==> config.mk <==
export PLATFORM = sky130hd
export DESIGN_NAME = clock_select_ctrl
export DESIGN_NICKNAME = d
export VERILOG_FILES = /design/src/core/stab_counter.v /design/src/core/clock_select_ctrl.v
export VERILOG_INCLUDE_DIRS = /design/src /design/src/core
export SDC_FILE = /design/constraint.sdc
export NUM_CORES = 1
export LEC_CHECK = 0
export BUFFER_PORTS_ARGS = -buffer_cell sky130_fd_sc_hd__buf_4
export CAP_MARGIN = 40
export CORE_MARGIN = 2
export CORE_UTILIZATION = 30
export CTS_CLUSTER_DIAMETER = 60
export DETAILED_ROUTE_END_ITERATION = 16
export PLACE_DENSITY = 0.5
export RECOVER_POWER = 25
export SKIP_CTS_REPAIR_TIMING = 1
export SYNTH_ARGS = -nofsm -noshare
export SYNTH_HDL_FRONTEND = slang
export SYNTH_SLANG_ARGS = --single-unit
==> constraint.sdc <==
create_clock -name ref_clk -period 4.44 [get_ports ref_clk]
set_input_delay 0.222 -clock ref_clk [delete_from_list [all_inputs] [get_ports ref_clk]]
set_output_delay 0.222 -clock ref_clk [all_outputs]
set_load 0.01 [all_outputs]
==> src/core/clk_sel_defs.vh <==
// constants for the cpu clock selection and oscillator stabilization block
// assumes: included by bare name from the core files that need it
`ifndef CLK_SEL_DEFS_VH
`define CLK_SEL_DEFS_VH

// ********************************************************
// register addresses
// ********************************************************
`define ADDR_INTERNAL_OSC_MODE 16'hFFA0
`define ADDR_CPU_CLOCK_MODE 16'hFFA1
`define ADDR_MAIN_OSC_CONTROL 16'hFFA2
`define ADDR_OSC_STAB_STATUS 16'hFFA3
`define ADDR_OSC_STAB_SELECT 16'hFFA4

// ********************************************************
// field positions
// ********************************************************
`define INTERNAL_OSC_HALT_BIT 0
`define CPU_CLOCK_SELECT_BIT 0
`define CPU_CLOCK_STATUS_BIT 1
`define HIGHSPEED_OSC_HALT_BIT 7

// ********************************************************
// reset values
// ********************************************************
`define RST_INTERNAL_OSC_MODE 8'h00
`define RST_CPU_CLOCK_MODE 8'h00
`define RST_MAIN_OSC_CONTROL 8'h00
`define RST_OSC_STAB_STATUS 8'h00
`define RST_OSC_STAB_SELECT 3'h5

// ********************************************************
// stabilization select codes and threshold exponents
// ********************************************************
`define STAB_SEL_2P11 3'h1
`define STAB_SEL_2P13 3'h2
`define STAB_SEL_2P14 3'h3
`define STAB_SEL_2P15 3'h4
`define STAB_SEL_2P16 3'h5
`define STAB_EXP_2P11 11
`define STAB_EXP_2P13 13
`define STAB_EXP_2P14 14
`define STAB_EXP_2P15 15
`define STAB_EXP_2P16 16

// ********************************************************
// timing counts
// ********************************************************
`define RESET_WAIT_TICKS 5'h11

`endif

==> src/core/stab_counter.v <==
// high-speed oscillator stabilization counter with thermometer status
// assumes: hs_tick is a one-cycle pulse per high-speed clock period,
// synchronous to ref_clk; limit is a power of two up to 2^16
`include "clk_sel_defs.vh"

module stab_counter (
   // clock and reset
   input wire ref_clk,
   input wire srst,
   // control
   input wire clear,
   input wire hs_tick,
   input wire [16:0] limit,
   // status
   output wire [4:0] status,
   output wire done
);

   reg [16:0] count_reg;
   reg [16:0] count_next;
   wire [4:0] status_flags;
   reg done_reg;

   // ********************************************************
   // counter
   // ********************************************************

   // count periods only while the oscillator actually ticks
   always @* begin
      count_next = count_reg;
      if (clear) begin
         count_next = 17'h00000;
      end else if (hs_tick && (count_reg < limit)) begin
         count_next = count_reg + 17'h00001;
      end
   end

   always @(posedge ref_clk) begin
      if (srst) begin
         count_reg <= 17'h00000;
         done_reg <= 1'b0;
      end else begin
         count_reg <= count_next;
         done_reg <= ~clear && (count_next >= limit);
      end
   end

   // ********************************************************
   // status bits, bit 4 is 2^11 down to bit 0 at 2^16
   // ********************************************************
   genvar i;
   generate
      for (i = 0; i < 5; i = i + 1) begin : g_thr
         localparam [16:0] THR = (i == 4) ? (17'h1 << `STAB_EXP_2P11) :
                                 (i == 3) ? (17'h1 << `STAB_EXP_2P13) :
                                 (i == 2) ? (17'h1 << `STAB_EXP_2P14) :
                                 (i == 1) ? (17'h1 << `STAB_EXP_2P15) :
                                 (17'h1 << `STAB_EXP_2P16);
         reg flag_reg;
         // sticky until a clearing event, one flop per threshold
         always @(posedge ref_clk) begin
            if (srst || clear) begin
               flag_reg <= 1'b0;
            end else if (count_next >= THR) begin
               flag_reg <= 1'b1;
            end
         end
         assign status_flags[i] = flag_reg;
      end
   endgenerate

   assign status = status_flags;
   assign done = done_reg;

endmodule

==> src/core/clock_select_ctrl.v <==
// cpu clock selection, oscillator stop and stabilization status block
// assumes: oscillator ticks are one-cycle pulses synchronous to ref_clk;
// the cpu bus gives byte writes, single-bit writes and byte reads
//
// Summary of operation
// - internal oscillator halt bit works only if option allows and cpu not on it.
// - select bit 0 picks internal clock, 1 picks high-speed clock.
// - read-only status bit shows clock actually feeding the cpu.
// - on internal clock, peripheral clocks divide the internal oscillator.
// - high-speed halt bit stops that oscillator only while cpu on internal.
// - on subclock only the processor control off bit stops high-speed osc.
// - stabilization status clears on reset, stop entry and high-speed halts.
// - status is read-only, five bits in 4..0, bits 7..5 read zero.
// - status bits set in order from 2^11 and stay set.
// - select field codes 1..5 pick 2^11..2^16 waits, reset value 05h.
// - selected wait applies only when stop ends on high-speed clock.
// - after stop release the counter stops at the selected threshold.
// - wait counts only oscillation periods, not start-up delay.
// - select register takes byte writes only; mode and halt registers take bit writes too.
// - reset clears mode and halt registers to 00h, select register to 05h.
// - cpu clock held for 17 internal ticks after reset; oscs stop in reset.
// - internal oscillator always starts after reset release.
`include "clk_sel_defs.vh"

module clock_select_ctrl (
   // clock and reset
   input wire ref_clk,
   input wire srst,
   // cpu register access
   input wire [15:0] addr,
   input wire rd_en,
   input wire wr_en,
   input wire bit_wr,
   input wire [2:0] bit_sel,
   input wire bit_val,
   input wire [7:0] wdata,
   output wire [7:0] rdata,
   // option and processor clock control inputs
   input wire option_int_osc_stoppable,
   input wire subclk_select,
   input wire main_osc_off_bit,
   // standby control
   input wire stop_req,
   input wire stop_release,
   // oscillator period ticks
   input wire int_osc_tick,
   input wire hs_osc_tick,
   // clock control outputs
   output wire int_osc_run,
   output wire hs_osc_run,
   output wire cpu_clk_en,
   output wire cpu_on_highspeed,
   output wire periph_clk_internal
);

   // ********************************************************
   // wake state machine codes
   // ********************************************************
   localparam [1:0] ST_RESET_WAIT = 2'b00;
   localparam [1:0] ST_RUN = 2'b01;
   localparam [1:0] ST_STOP = 2'b10;
   localparam [1:0] ST_STAB_WAIT = 2'b11;

   reg [1:0] state_reg;
   reg [1:0] state_next;
   reg [4:0] reset_cnt_reg;
   reg internal_osc_halt_bit_reg;
   reg cpu_clock_select_bit_reg;
   reg cpu_clock_status_bit_reg;
   reg highspeed_osc_halt_bit_reg;
   reg [2:0] stab_select_reg;
   reg stop_limit_reg;
   reg main_osc_off_prev_reg;
   reg [7:0] rdata_reg;
   reg int_osc_run_reg;
   reg hs_osc_run_reg;
   reg cpu_clk_en_reg;
   reg periph_clk_internal_reg;

   wire [4:0] stab_status;
   wire stab_done;
   reg [16:0] stab_limit;
   reg [7:0] cur_value;
   reg [7:0] wr_value;
   wire any_wr;
   wire hit_int_mode;
   wire hit_cpu_mode;
   wire hit_main_osc;
   wire hit_stab_sel;
   wire int_halt_allowed;
   wire int_halt_eff;
   wire hs_halt_eff;
   wire hs_halt_set;
   wire mcc_rise;
   wire stab_clear;

   // ********************************************************
   // address decode
   // ********************************************************
   assign any_wr = wr_en || bit_wr;
   assign hit_int_mode = (addr == `ADDR_INTERNAL_OSC_MODE);
   assign hit_cpu_mode = (addr == `ADDR_CPU_CLOCK_MODE);
   assign hit_main_osc = (addr == `ADDR_MAIN_OSC_CONTROL);
   assign hit_stab_sel = (addr == `ADDR_OSC_STAB_SELECT);

   // current register image, used for reads and bit merges
   always @* begin
      cur_value = 8'h00;
      case (addr)
         `ADDR_INTERNAL_OSC_MODE: begin
            cur_value[`INTERNAL_OSC_HALT_BIT] = internal_osc_halt_bit_reg;
         end
         `ADDR_CPU_CLOCK_MODE: begin
            cur_value[`CPU_CLOCK_SELECT_BIT] = cpu_clock_select_bit_reg;
            cur_value[`CPU_CLOCK_STATUS_BIT] = cpu_clock_status_bit_reg;
         end
         `ADDR_MAIN_OSC_CONTROL: begin
            cur_value[`HIGHSPEED_OSC_HALT_BIT] = highspeed_osc_halt_bit_reg;
         end
         `ADDR_OSC_STAB_STATUS: begin
            cur_value = {3'h0, stab_status};
         end
         `ADDR_OSC_STAB_SELECT: begin
            cur_value = {5'h00, stab_select_reg};
         end
         default: begin
            cur_value = 8'h00;
         end
      endcase
   end

   // byte write takes wdata; a bit write replaces one bit of the image
   always @* begin
      wr_value = wdata;
      if (bit_wr) begin
         wr_value = cur_value;
         wr_value[bit_sel] = bit_val;
      end
   end

   // ********************************************************
   // effective oscillator controls
   // ********************************************************

   // internal osc halt needs the option and the cpu off the internal clock
   assign int_halt_allowed = option_int_osc_stoppable &&
      ((cpu_clock_status_bit_reg && cpu_clock_select_bit_reg) ||
       subclk_select);
   assign int_halt_eff = internal_osc_halt_bit_reg && int_halt_allowed;

   // high-speed halt from this block only on internal clock, never subclock
   assign hs_halt_eff = (highspeed_osc_halt_bit_reg &&
      ~cpu_clock_status_bit_reg && ~subclk_select) ||
      (main_osc_off_bit && subclk_select);

   // a write that newly sets the high-speed halt bit
   assign hs_halt_set = any_wr && hit_main_osc &&
      wr_value[`HIGHSPEED_OSC_HALT_BIT] && ~highspeed_osc_halt_bit_reg;
   assign mcc_rise = main_osc_off_bit && ~main_osc_off_prev_reg;

   // events that restart the stabilization count
   assign stab_clear = (stop_req && (state_reg == ST_RUN)) ||
      hs_halt_set || mcc_rise;

   // ********************************************************
   // stabilization limit
   // ********************************************************

   // free count to 2^16, or the selected wait after a stop release
   always @* begin
      stab_limit = 17'h1 << `STAB_EXP_2P16;
      if (stop_limit_reg) begin
         case (stab_select_reg)
            `STAB_SEL_2P11: stab_limit = 17'h1 << `STAB_EXP_2P11;
            `STAB_SEL_2P13: stab_limit = 17'h1 << `STAB_EXP_2P13;
            `STAB_SEL_2P14: stab_limit = 17'h1 << `STAB_EXP_2P14;
            `STAB_SEL_2P15: stab_limit = 17'h1 << `STAB_EXP_2P15;
            default: stab_limit = 17'h1 << `STAB_EXP_2P16;
         endcase
      end
   end

   stab_counter u_stab_counter (
      .ref_clk(ref_clk),
      .srst(srst),
      .clear(stab_clear),
      .hs_tick(hs_osc_tick && hs_osc_run_reg),
      .limit(stab_limit),
      .status(stab_status),
      .done(stab_done)
   );

   // ********************************************************
   // register writes
   // ********************************************************

   // mode, halt and select registers
   always @(posedge ref_clk) begin
      if (srst) begin
         internal_osc_halt_bit_reg <= 1'b0;
         cpu_clock_select_bit_reg <= 1'b0;
         highspeed_osc_halt_bit_reg <= 1'b0;
         stab_select_reg <= `RST_OSC_STAB_SELECT;
      end else begin
         if (any_wr && hit_int_mode && int_halt_allowed) begin
            internal_osc_halt_bit_reg <=
               wr_value[`INTERNAL_OSC_HALT_BIT];
         end
         if (any_wr && hit_cpu_mode) begin
            // status bit is not writable
            cpu_clock_select_bit_reg <=
               wr_value[`CPU_CLOCK_SELECT_BIT];
         end
         if (any_wr && hit_main_osc) begin
            highspeed_osc_halt_bit_reg <=
               wr_value[`HIGHSPEED_OSC_HALT_BIT];
         end
         if (wr_en && hit_stab_sel) begin
            stab_select_reg <= wdata[2:0];
         end
      end
   end

   // registered read data; unmapped addresses read zero
   always @(posedge ref_clk) begin
      if (srst) begin
         rdata_reg <= 8'h00;
      end else if (rd_en) begin
         rdata_reg <= cur_value;
      end
   end

   // ********************************************************
   // cpu clock switch
   // ********************************************************

   // status follows select only on a tick of the running target source
   always @(posedge ref_clk) begin
      if (srst) begin
         cpu_clock_status_bit_reg <= 1'b0;
      end else if (state_reg == ST_RUN) begin
         if (cpu_clock_select_bit_reg && ~cpu_clock_status_bit_reg &&
             hs_osc_run_reg && hs_osc_tick) begin
            cpu_clock_status_bit_reg <= 1'b1;
         end else if (~cpu_clock_select_bit_reg &&
                      cpu_clock_status_bit_reg &&
                      int_osc_run_reg && int_osc_tick) begin
            cpu_clock_status_bit_reg <= 1'b0;
         end
      end
   end

   // ********************************************************
   // reset wait, stop and stabilization wait
   // ********************************************************
   always @* begin
      state_next = state_reg;
      case (state_reg)
         ST_RESET_WAIT: begin
            if (int_osc_tick && (reset_cnt_reg == `RESET_WAIT_TICKS - 5'h1))
            begin
               state_next = ST_RUN;
            end
         end
         ST_RUN: begin
            if (stop_req) begin
               state_next = ST_STOP;
            end
         end
         ST_STOP: begin
            if (stop_release) begin
               if (cpu_clock_status_bit_reg) begin
                  state_next = ST_STAB_WAIT;
               end else begin
                  state_next = ST_RUN;
               end
            end
         end
         ST_STAB_WAIT: begin
            if (stab_done) begin
               state_next = ST_RUN;
            end
         end
         default: begin
            state_next = ST_RESET_WAIT;
         end
      endcase
   end

   // state, reset wait count and stop limit flag
   always @(posedge ref_clk) begin
      if (srst) begin
         state_reg <= ST_RESET_WAIT;
         reset_cnt_reg <= 5'h00;
         stop_limit_reg <= 1'b0;
         main_osc_off_prev_reg <= 1'b0;
      end else begin
         state_reg <= state_next;
         main_osc_off_prev_reg <= main_osc_off_bit;
         if ((state_reg == ST_RESET_WAIT) && int_osc_tick) begin
            reset_cnt_reg <= reset_cnt_reg + 5'h01;
         end
         if ((state_reg == ST_STOP) && stop_release) begin
            stop_limit_reg <= 1'b1;
         end else if (stab_clear) begin
            stop_limit_reg <= 1'b0;
         end
      end
   end

   // ********************************************************
   // output flip-flops
   // ********************************************************

   // both oscillators stay off during reset
   always @(posedge ref_clk) begin
      if (srst) begin
         int_osc_run_reg <= 1'b0;
         hs_osc_run_reg <= 1'b0;
         cpu_clk_en_reg <= 1'b0;
         periph_clk_internal_reg <= 1'b1;
      end else begin
         int_osc_run_reg <= ~int_halt_eff;
         hs_osc_run_reg <= ~hs_halt_eff && (state_next != ST_STOP);
         cpu_clk_en_reg <= (state_next == ST_RUN);
         periph_clk_internal_reg <= ~cpu_clock_status_bit_reg;
      end
   end

   assign rdata = rdata_reg;
   assign int_osc_run = int_osc_run_reg;
   assign hs_osc_run = hs_osc_run_reg;
   assign cpu_clk_en = cpu_clk_en_reg;
   assign cpu_on_highspeed = cpu_clock_status_bit_reg;
   assign periph_clk_internal = periph_clk_internal_reg;

endmodule

# --- Word level (Yosys, flattened, before mapping) ---
# Index checks and enable logic that the tools add are counted.
totals:
  ramBits: 0
  latch_bits: 0
  inputBits: 40
  reg_bits: 51
  wordCells: 116
  memories: 0
  romBits: 0
op_classes:
  n_mux: 22
  reduce_logical: 39
  shift: 0
  bitwise: 8
  multipliers: 0
  add_sub_neg: 2
  eq_ne: 15
  magnitude_cmp: 9
  n_div: 0
op_table:
  columns: ["cell", "n"]
  rows:
  - ["equality test 16 bit (second input constant)", 5]
  - ["case mux 17 bit (4 select lines)", 1]
  - ["two-way mux 17 bit", 3]
  - ["logical AND 1 bit", 29]
  - ["adder 17 x 1 -> 17 bit (second input constant)", 1]
  - ["greater-or-equal comparator 17 x 12 -> 1 bit (second input constant)", 1]
  - ["greater-or-equal comparator 17 x 14 -> 1 bit (second input constant)", 1]
  - ["greater-or-equal comparator 17 x 15 -> 1 bit (second input constant)", 1]
  - ["greater-or-equal comparator 17 x 16 -> 1 bit (second input constant)", 1]
  - ["greater-or-equal comparator 17 bit", 1]
  - ["greater-or-equal comparator 17 bit (second input constant)", 1]
  - ["< comparator 17 bit", 1]
  - ["two-way mux 2 bit", 5]
  - ["bitwise mux 8 bit", 1]
  - ["two-way mux 8 bit", 1]
  - ["NOT 1 bit", 8]
  - ["case mux 2 bit (4 select lines)", 1]
  - ["equality test 3 x 2 -> 1 bit (second input constant)", 2]
  - ["logical OR 1 bit", 6]
  - ["two-way mux 1 bit", 6]
  - ["case mux 3 bit (2 select lines)", 1]
  - ["adder 5 x 1 -> 5 bit (second input constant)", 1]
  - ["equality test 5 bit (second input constant)", 1]
  - ["equality test 2 x 1 -> 1 bit (second input constant)", 2]
  - ["other kinds (12)", 14]

# --- Depth between registers and ports, before layout ---
logic_depth:
  ltp_word: 13
  ltp_mapped: 17
  ltp_nobuf: 17

# --- Modules after synthesis ---
# From an unflattened synthesis, not the netlist that was laid out.
unflattened:
  hier_cells: 411
  hier_area_um2: 3477.1
by_module_without_submodules:
  columns: ["module", "seq_area_each_um2", "cells_per_inst", "n_inst", "area_per_inst_um2"]
  rows:
  - ["stab_counter", 460.4, 240, 1, 1945.6]
  - ["clock_select_ctrl", 520.5, 171, 1, 1531.5]

# --- Worst setup path after synthesis ---
# OpenSTA, ideal clock, no wires.
synth_path:
  path_type: "reg-to-reg"
  startpoint: "reg stab_select_reg[1]"
  endpoint: "reg u_stab_counter.done_reg (netlist: u_stab_counter.done)"
  t_arrival_ns: 3.009
  t_required_ns: 4.371
  period_less_slack_ns: 3.078
  setup_ns: 0.069
  path_stages_with_launch: 18
  path_slack_ns: 1.362
  cell_sequence: "dfxtp_1 > nor2_1 > xor2_1 > nor2_1 > ha_1 > nand2_1 > o211ai_1 > or2_1 > nor2_1 > nand2_1 > xor2_1 > or2_1 > ha_1 > inv_1 > nor2_1 > nor4b_2 > o2111ai_1 > o21ai_1"
synth_between:
  elab_chain_cells: 9
  elab_cells_between_ends: 12
  cone_classes: "order compare: 2; eq/ne: 4; mux: 4; reduce/logical: 2"
synth_lines:
  columns: ["element", "line_no", "rtl"]
  rows:
  - ["start, declared", "clock_select_ctrl.v:71", "reg [2:0] stab_select_reg;"]
  - ["start signal, assigned", "clock_select_ctrl.v:203", "stab_select_reg <= `RST_OSC_STAB_SELECT;"]
  - ["start signal, assigned", "clock_select_ctrl.v:219", "stab_select_reg <= wdata[2:0];"]
  - ["equality test 3 bit (tied with other cells)", "clock_select_ctrl.v:173", "case (stab_select_reg)"]
  - ["case mux 17 bit (4 select lines) (*)", "clock_select_ctrl.v:173", null]
  - ["two-way mux 17 bit (*)", "clock_select_ctrl.v:172", "if (stop_limit_reg) begin"]
  - ["< comparator 17 bit", "stab_counter.v:33", "end else if (hs_tick && (count_reg < limit)) begin"]
  - ["logical AND 1 bit", "stab_counter.v:33", null]
  - ["two-way mux 17 bit", "stab_counter.v:33", null]
  - ["two-way mux 17 bit", "stab_counter.v:31", "if (clear) begin"]
  - ["greater-or-equal comparator 17 bit (*)", "stab_counter.v:44", "done_reg <= ~clear && (count_next >= limit);"]
  - ["logical AND 1 bit (*)", "stab_counter.v:44", null]
  - ["end signal, assigned", "stab_counter.v:44", null]
  - ["end, declared", "stab_counter.v:22", "reg done_reg;"]
# Every way passes the cells marked *; elsewhere a longest branch is shown, timed or not.
# A chain may end at the register's enable or synchronous reset.

# --- Final worst setup path ---
layout_path:
  startpoint: "reg stab_select_reg[1]"
  endpoint: "reg u_stab_counter.done_reg (netlist: u_stab_counter.done)"
layout_between:
  elab_chain_cells: 9
  elab_cells_between_ends: 12
  cone_classes: "order compare: 2; eq/ne: 4; mux: 4; reduce/logical: 2"
layout_lines:
  columns: ["element", "line_no", "rtl"]
  rows:
  - ["equality test 3 bit (tied with other cells)", "clock_select_ctrl.v:173", null]
  - ["case mux 17 bit (4 select lines) (*)", "clock_select_ctrl.v:173", null]
  - ["two-way mux 17 bit (*)", "clock_select_ctrl.v:172", null]
  - ["< comparator 17 bit (*)", "stab_counter.v:33", null]
  - ["logical AND 1 bit (*)", "stab_counter.v:33", null]
  - ["two-way mux 17 bit (*)", "stab_counter.v:33", null]
  - ["two-way mux 17 bit (*)", "stab_counter.v:31", null]
  - ["net u_stab_counter.count_next[16]", "stab_counter.v:20", "reg [16:0] count_next;"]
  - ["greater-or-equal comparator 17 bit (*)", "stab_counter.v:44", null]
  - ["logical AND 1 bit (*)", "stab_counter.v:44", null]
# The timed path passes the listed nets; every way through them passes the cells marked *.

==> results.py <==
metrics = {
    "detailed_routing": {
        "vias_per_cell": 5.03,
        "drc": 0,
        "drtPass1Iterations": 4,
        "wire_per_inst_um": 13.5,
        "vias": 2510,
        "drt_iter0_drc": 82,
        "ant_nets": 0,
        "drt-total-wl_um": 6720,
    },
    "timing": {
        "finalSetupViolations": 0,
        "min_period_ns": 3.74,
        "hold_viol": 0,
        "skew_ns": 0.0136,
        "slew_viol_final": 0,
        "rsz0062_at_grt": "no",
        "tightest_slew_ns": 1.18,
        "timing.final.crit_share": 0.841,
        "fin_tns_setup_ns": 0,
        "max_freq_mhz": 268,
        "slew_headroom": 0.211,
    },
    "clock_network": {
        "cts-buffers-inserted": 5,
        "h-tree-depth": 2,
        "cts_tree": "built",
        "cts.sinks": 49,
        "clock_path_buffers": 2,
        "cts.reportedPaths.clkPinSlew_ns": 0.11,
        "clockRootBuffer": "clkbuf_8",
        "clk_latency_ns": 0.32,
    },
    "synthesis": {
        "synth_cells": 343,
        "synth_common_cells": "nor2_1 (62), dfxtp_1 (49), a21oi_1 (19)",
        "yosysTopAreaCellShare": 0.348,
        "synth_area_leader_cell": "dfxtp_1",
        "synth_edf_count": 0,
        "yosys_warnings": 0,
        "ys.flop_type": "dfxtp_1",
        "synth.distinct_cells": 54,
        "syn_area_um2": 2820,
        "yosysMostFrequentCell": "nor2_1",
        "yosys-top-cells-area": "dfxtp_1 (35%), nor2_1 (8.3%), ha_1 (5.3%), xnor2_1 (4.0%), a21oi_1 (3.4%)",
        "synth_area_per_cell_um2": 8.21,
        "yosysSeqAreaShare": 0.348,
        "async_flop_share": 0,
        "ys_ff_latch": 49,
    },
    "grt": {
        "track_usage": 0.134,
        "grt_max_degree": 28,
        "antenna_found_initial": 0,
        "grt.overflow.total": 0,
        "grt_pass1_vias": 2365,
        "grt_pass1_wl_um": 11000,
    },
    "critical_path": {
        "crit_fanout": 6,
        "required_ns": 4.69,
        "crit_path_start_kind": "flop",
        "critical_path_class": "flop to flop",
        "endpoint_kind": "flop",
        "arrival_ns": 3.98,
    },
    "floorplanning": {
        "die_w_um": 101,
        "start_util": 0.306,
        "die-area_um2": 10200,
        "die_h_um": 101,
        "core_um2": 9200,
        "pin_count": 53,
        "rows": 35,
    },
    "power": {
        "vdd_drop_max_v": 0.0000984,
        "leakagePower_nw": 1.19,
        "cellPowerDensity_nw_per_um2": 245,
        "power.total_w": 0.000811,
    },
    "finish": {
        "largest_reg_flops": 17,
        "num_antenna_cells": 0,
        "area_growth_pct": 17.4,
        "nets": 439,
        "drive_above_1_share": 0.149,
    },
    "outcome": {
        "status": "finished, final reports clean",
    },
    "worst_hold_path": {
        "hold_class": "primary input to flop",
    },
    "placement": {
        "io_buffers": 46,
        "dp_hpwl_um": 5150,
        "globalplace.congestion": 0.858,
    },
    "job": {
        "drv_cap": 0,
    },
}
## path summary, 6_finish.rpt
path / slack [ns] / end / depth (start not counted) / startpoint
setup / recovery: 0.70 / u_stab_counter.done / 16 / stab_select_reg[1]
hold / removal: 0.10 / int_osc_run / 2 / option_int_osc_stoppable
setup reg to reg: 0.70 / u_stab_counter.done / 16 / stab_select_reg[1]
hold reg to reg: 0.45 / u_stab_counter.g_thr[3].flag_reg / 2 / u_stab_counter.g_thr[3].flag_reg
## kinds of logic after synthesis
group	after synthesis	share of synthesized area
muxes	6	0.0226
and+or+nand+nor	165	0.318
buffers and inverters	28	0.0440
adders and majority gates	12	0.0533
AOI/OAI and AO/OA	61	0.147
DFF	49	0.348
other	1	0.00133
xor gates and xnor gates	21	0.0653
## critical path: stages (launching register included)
cell	delay, ns
dfxtp_1	0.37
nor2_1	0.19
xor2_1	0.19
nor2_1	0.08
ha_1	0.18
and3b_1	0.25
o2111ai_1	0.31
nor3_1	0.49
and3_1	0.28
xnor2_1	0.20
nor2_1	0.08
ha_1	0.30
nand4_1	0.14
nor2_1	0.10
nor4b_2	0.18
o2111ai_1	0.15
o21ai_1	0.17
## per-layer routing
metal  vias to the layer above  global-route usage  routed length, µm
li1                       1302                   -                  -
met5                         -                   0                  0
met4                         0              0.0374                 77
met1                      1154               0.180               3270
met2                        48               0.222               3070
met3                         6              0.0229                304
## stage by stage
step	std cells	util	hold slack [ns]	setup WS, ns	area, µm²
floorplan	344	-	0.337	1.36	2820
global placement	491	0.354	0.443	0.716	3250
detailed placement	491	0.354	0.446	0.692	3250
CTS	499	0.364	0.104	0.653	3350
global route	499	0.360	0.107	0.364	3310
finish	499	0.360	0.102	0.705	3310
## power breakdown
group	switching (W)	total (W)	leakage, nW	internal, W
clock	0.000170	0.000285	0.0423	0.000115
combinational	0.0000410	0.0000774	0.753	0.0000364
sequential	0.00000445	0.000449	0.397	0.000445
total	0.000215	0.000811	1.19	0.000596
## cell type report
class / count / area, µm²
fillers: 980 / 5890
clock inverters: 3 / 26.3
clock buffers: 5 / 68.8
multi-input cells: 267 / 1720
repair buffers: 47 / 312
flip-flops and latches: 49 / 981
well taps: 111 / 139
inverters: 17 / 63.8
## cell usage in the layout, fill, tap and decap left out, types with 3 or more instances in the layout
cell       Yosys  final
clkbuf_1       6     11
xor2_1         8      8
nor2b_1        9      9
a211oi_1       3      3
o2111ai_1      3      3
a31oi_1        7      7
a21oi_1       19     19
ha_1          12     12
nand4b_1       4      4
and3_1         5      5
a41oi_1        3      3
nor3_1         3      3
buf_4          5     36
a21o_1         4      4
dfxtp_1       49     49
inv_1         17     17
nor4_1         5      5
nor2_1        62     62
nand2b_1       8      8
or2_1          4      4
nand2_1       18     18
o21ai_0        7      7
or3_1          3      3
mux2i_1        3      3
clkbuf_8       0      5
mux2_2         3      3
o31ai_1        3      3
nand3_1       14     14
xnor2_1       13     13
nand4_1       10     10
Power figures use the tool's default switching activity.
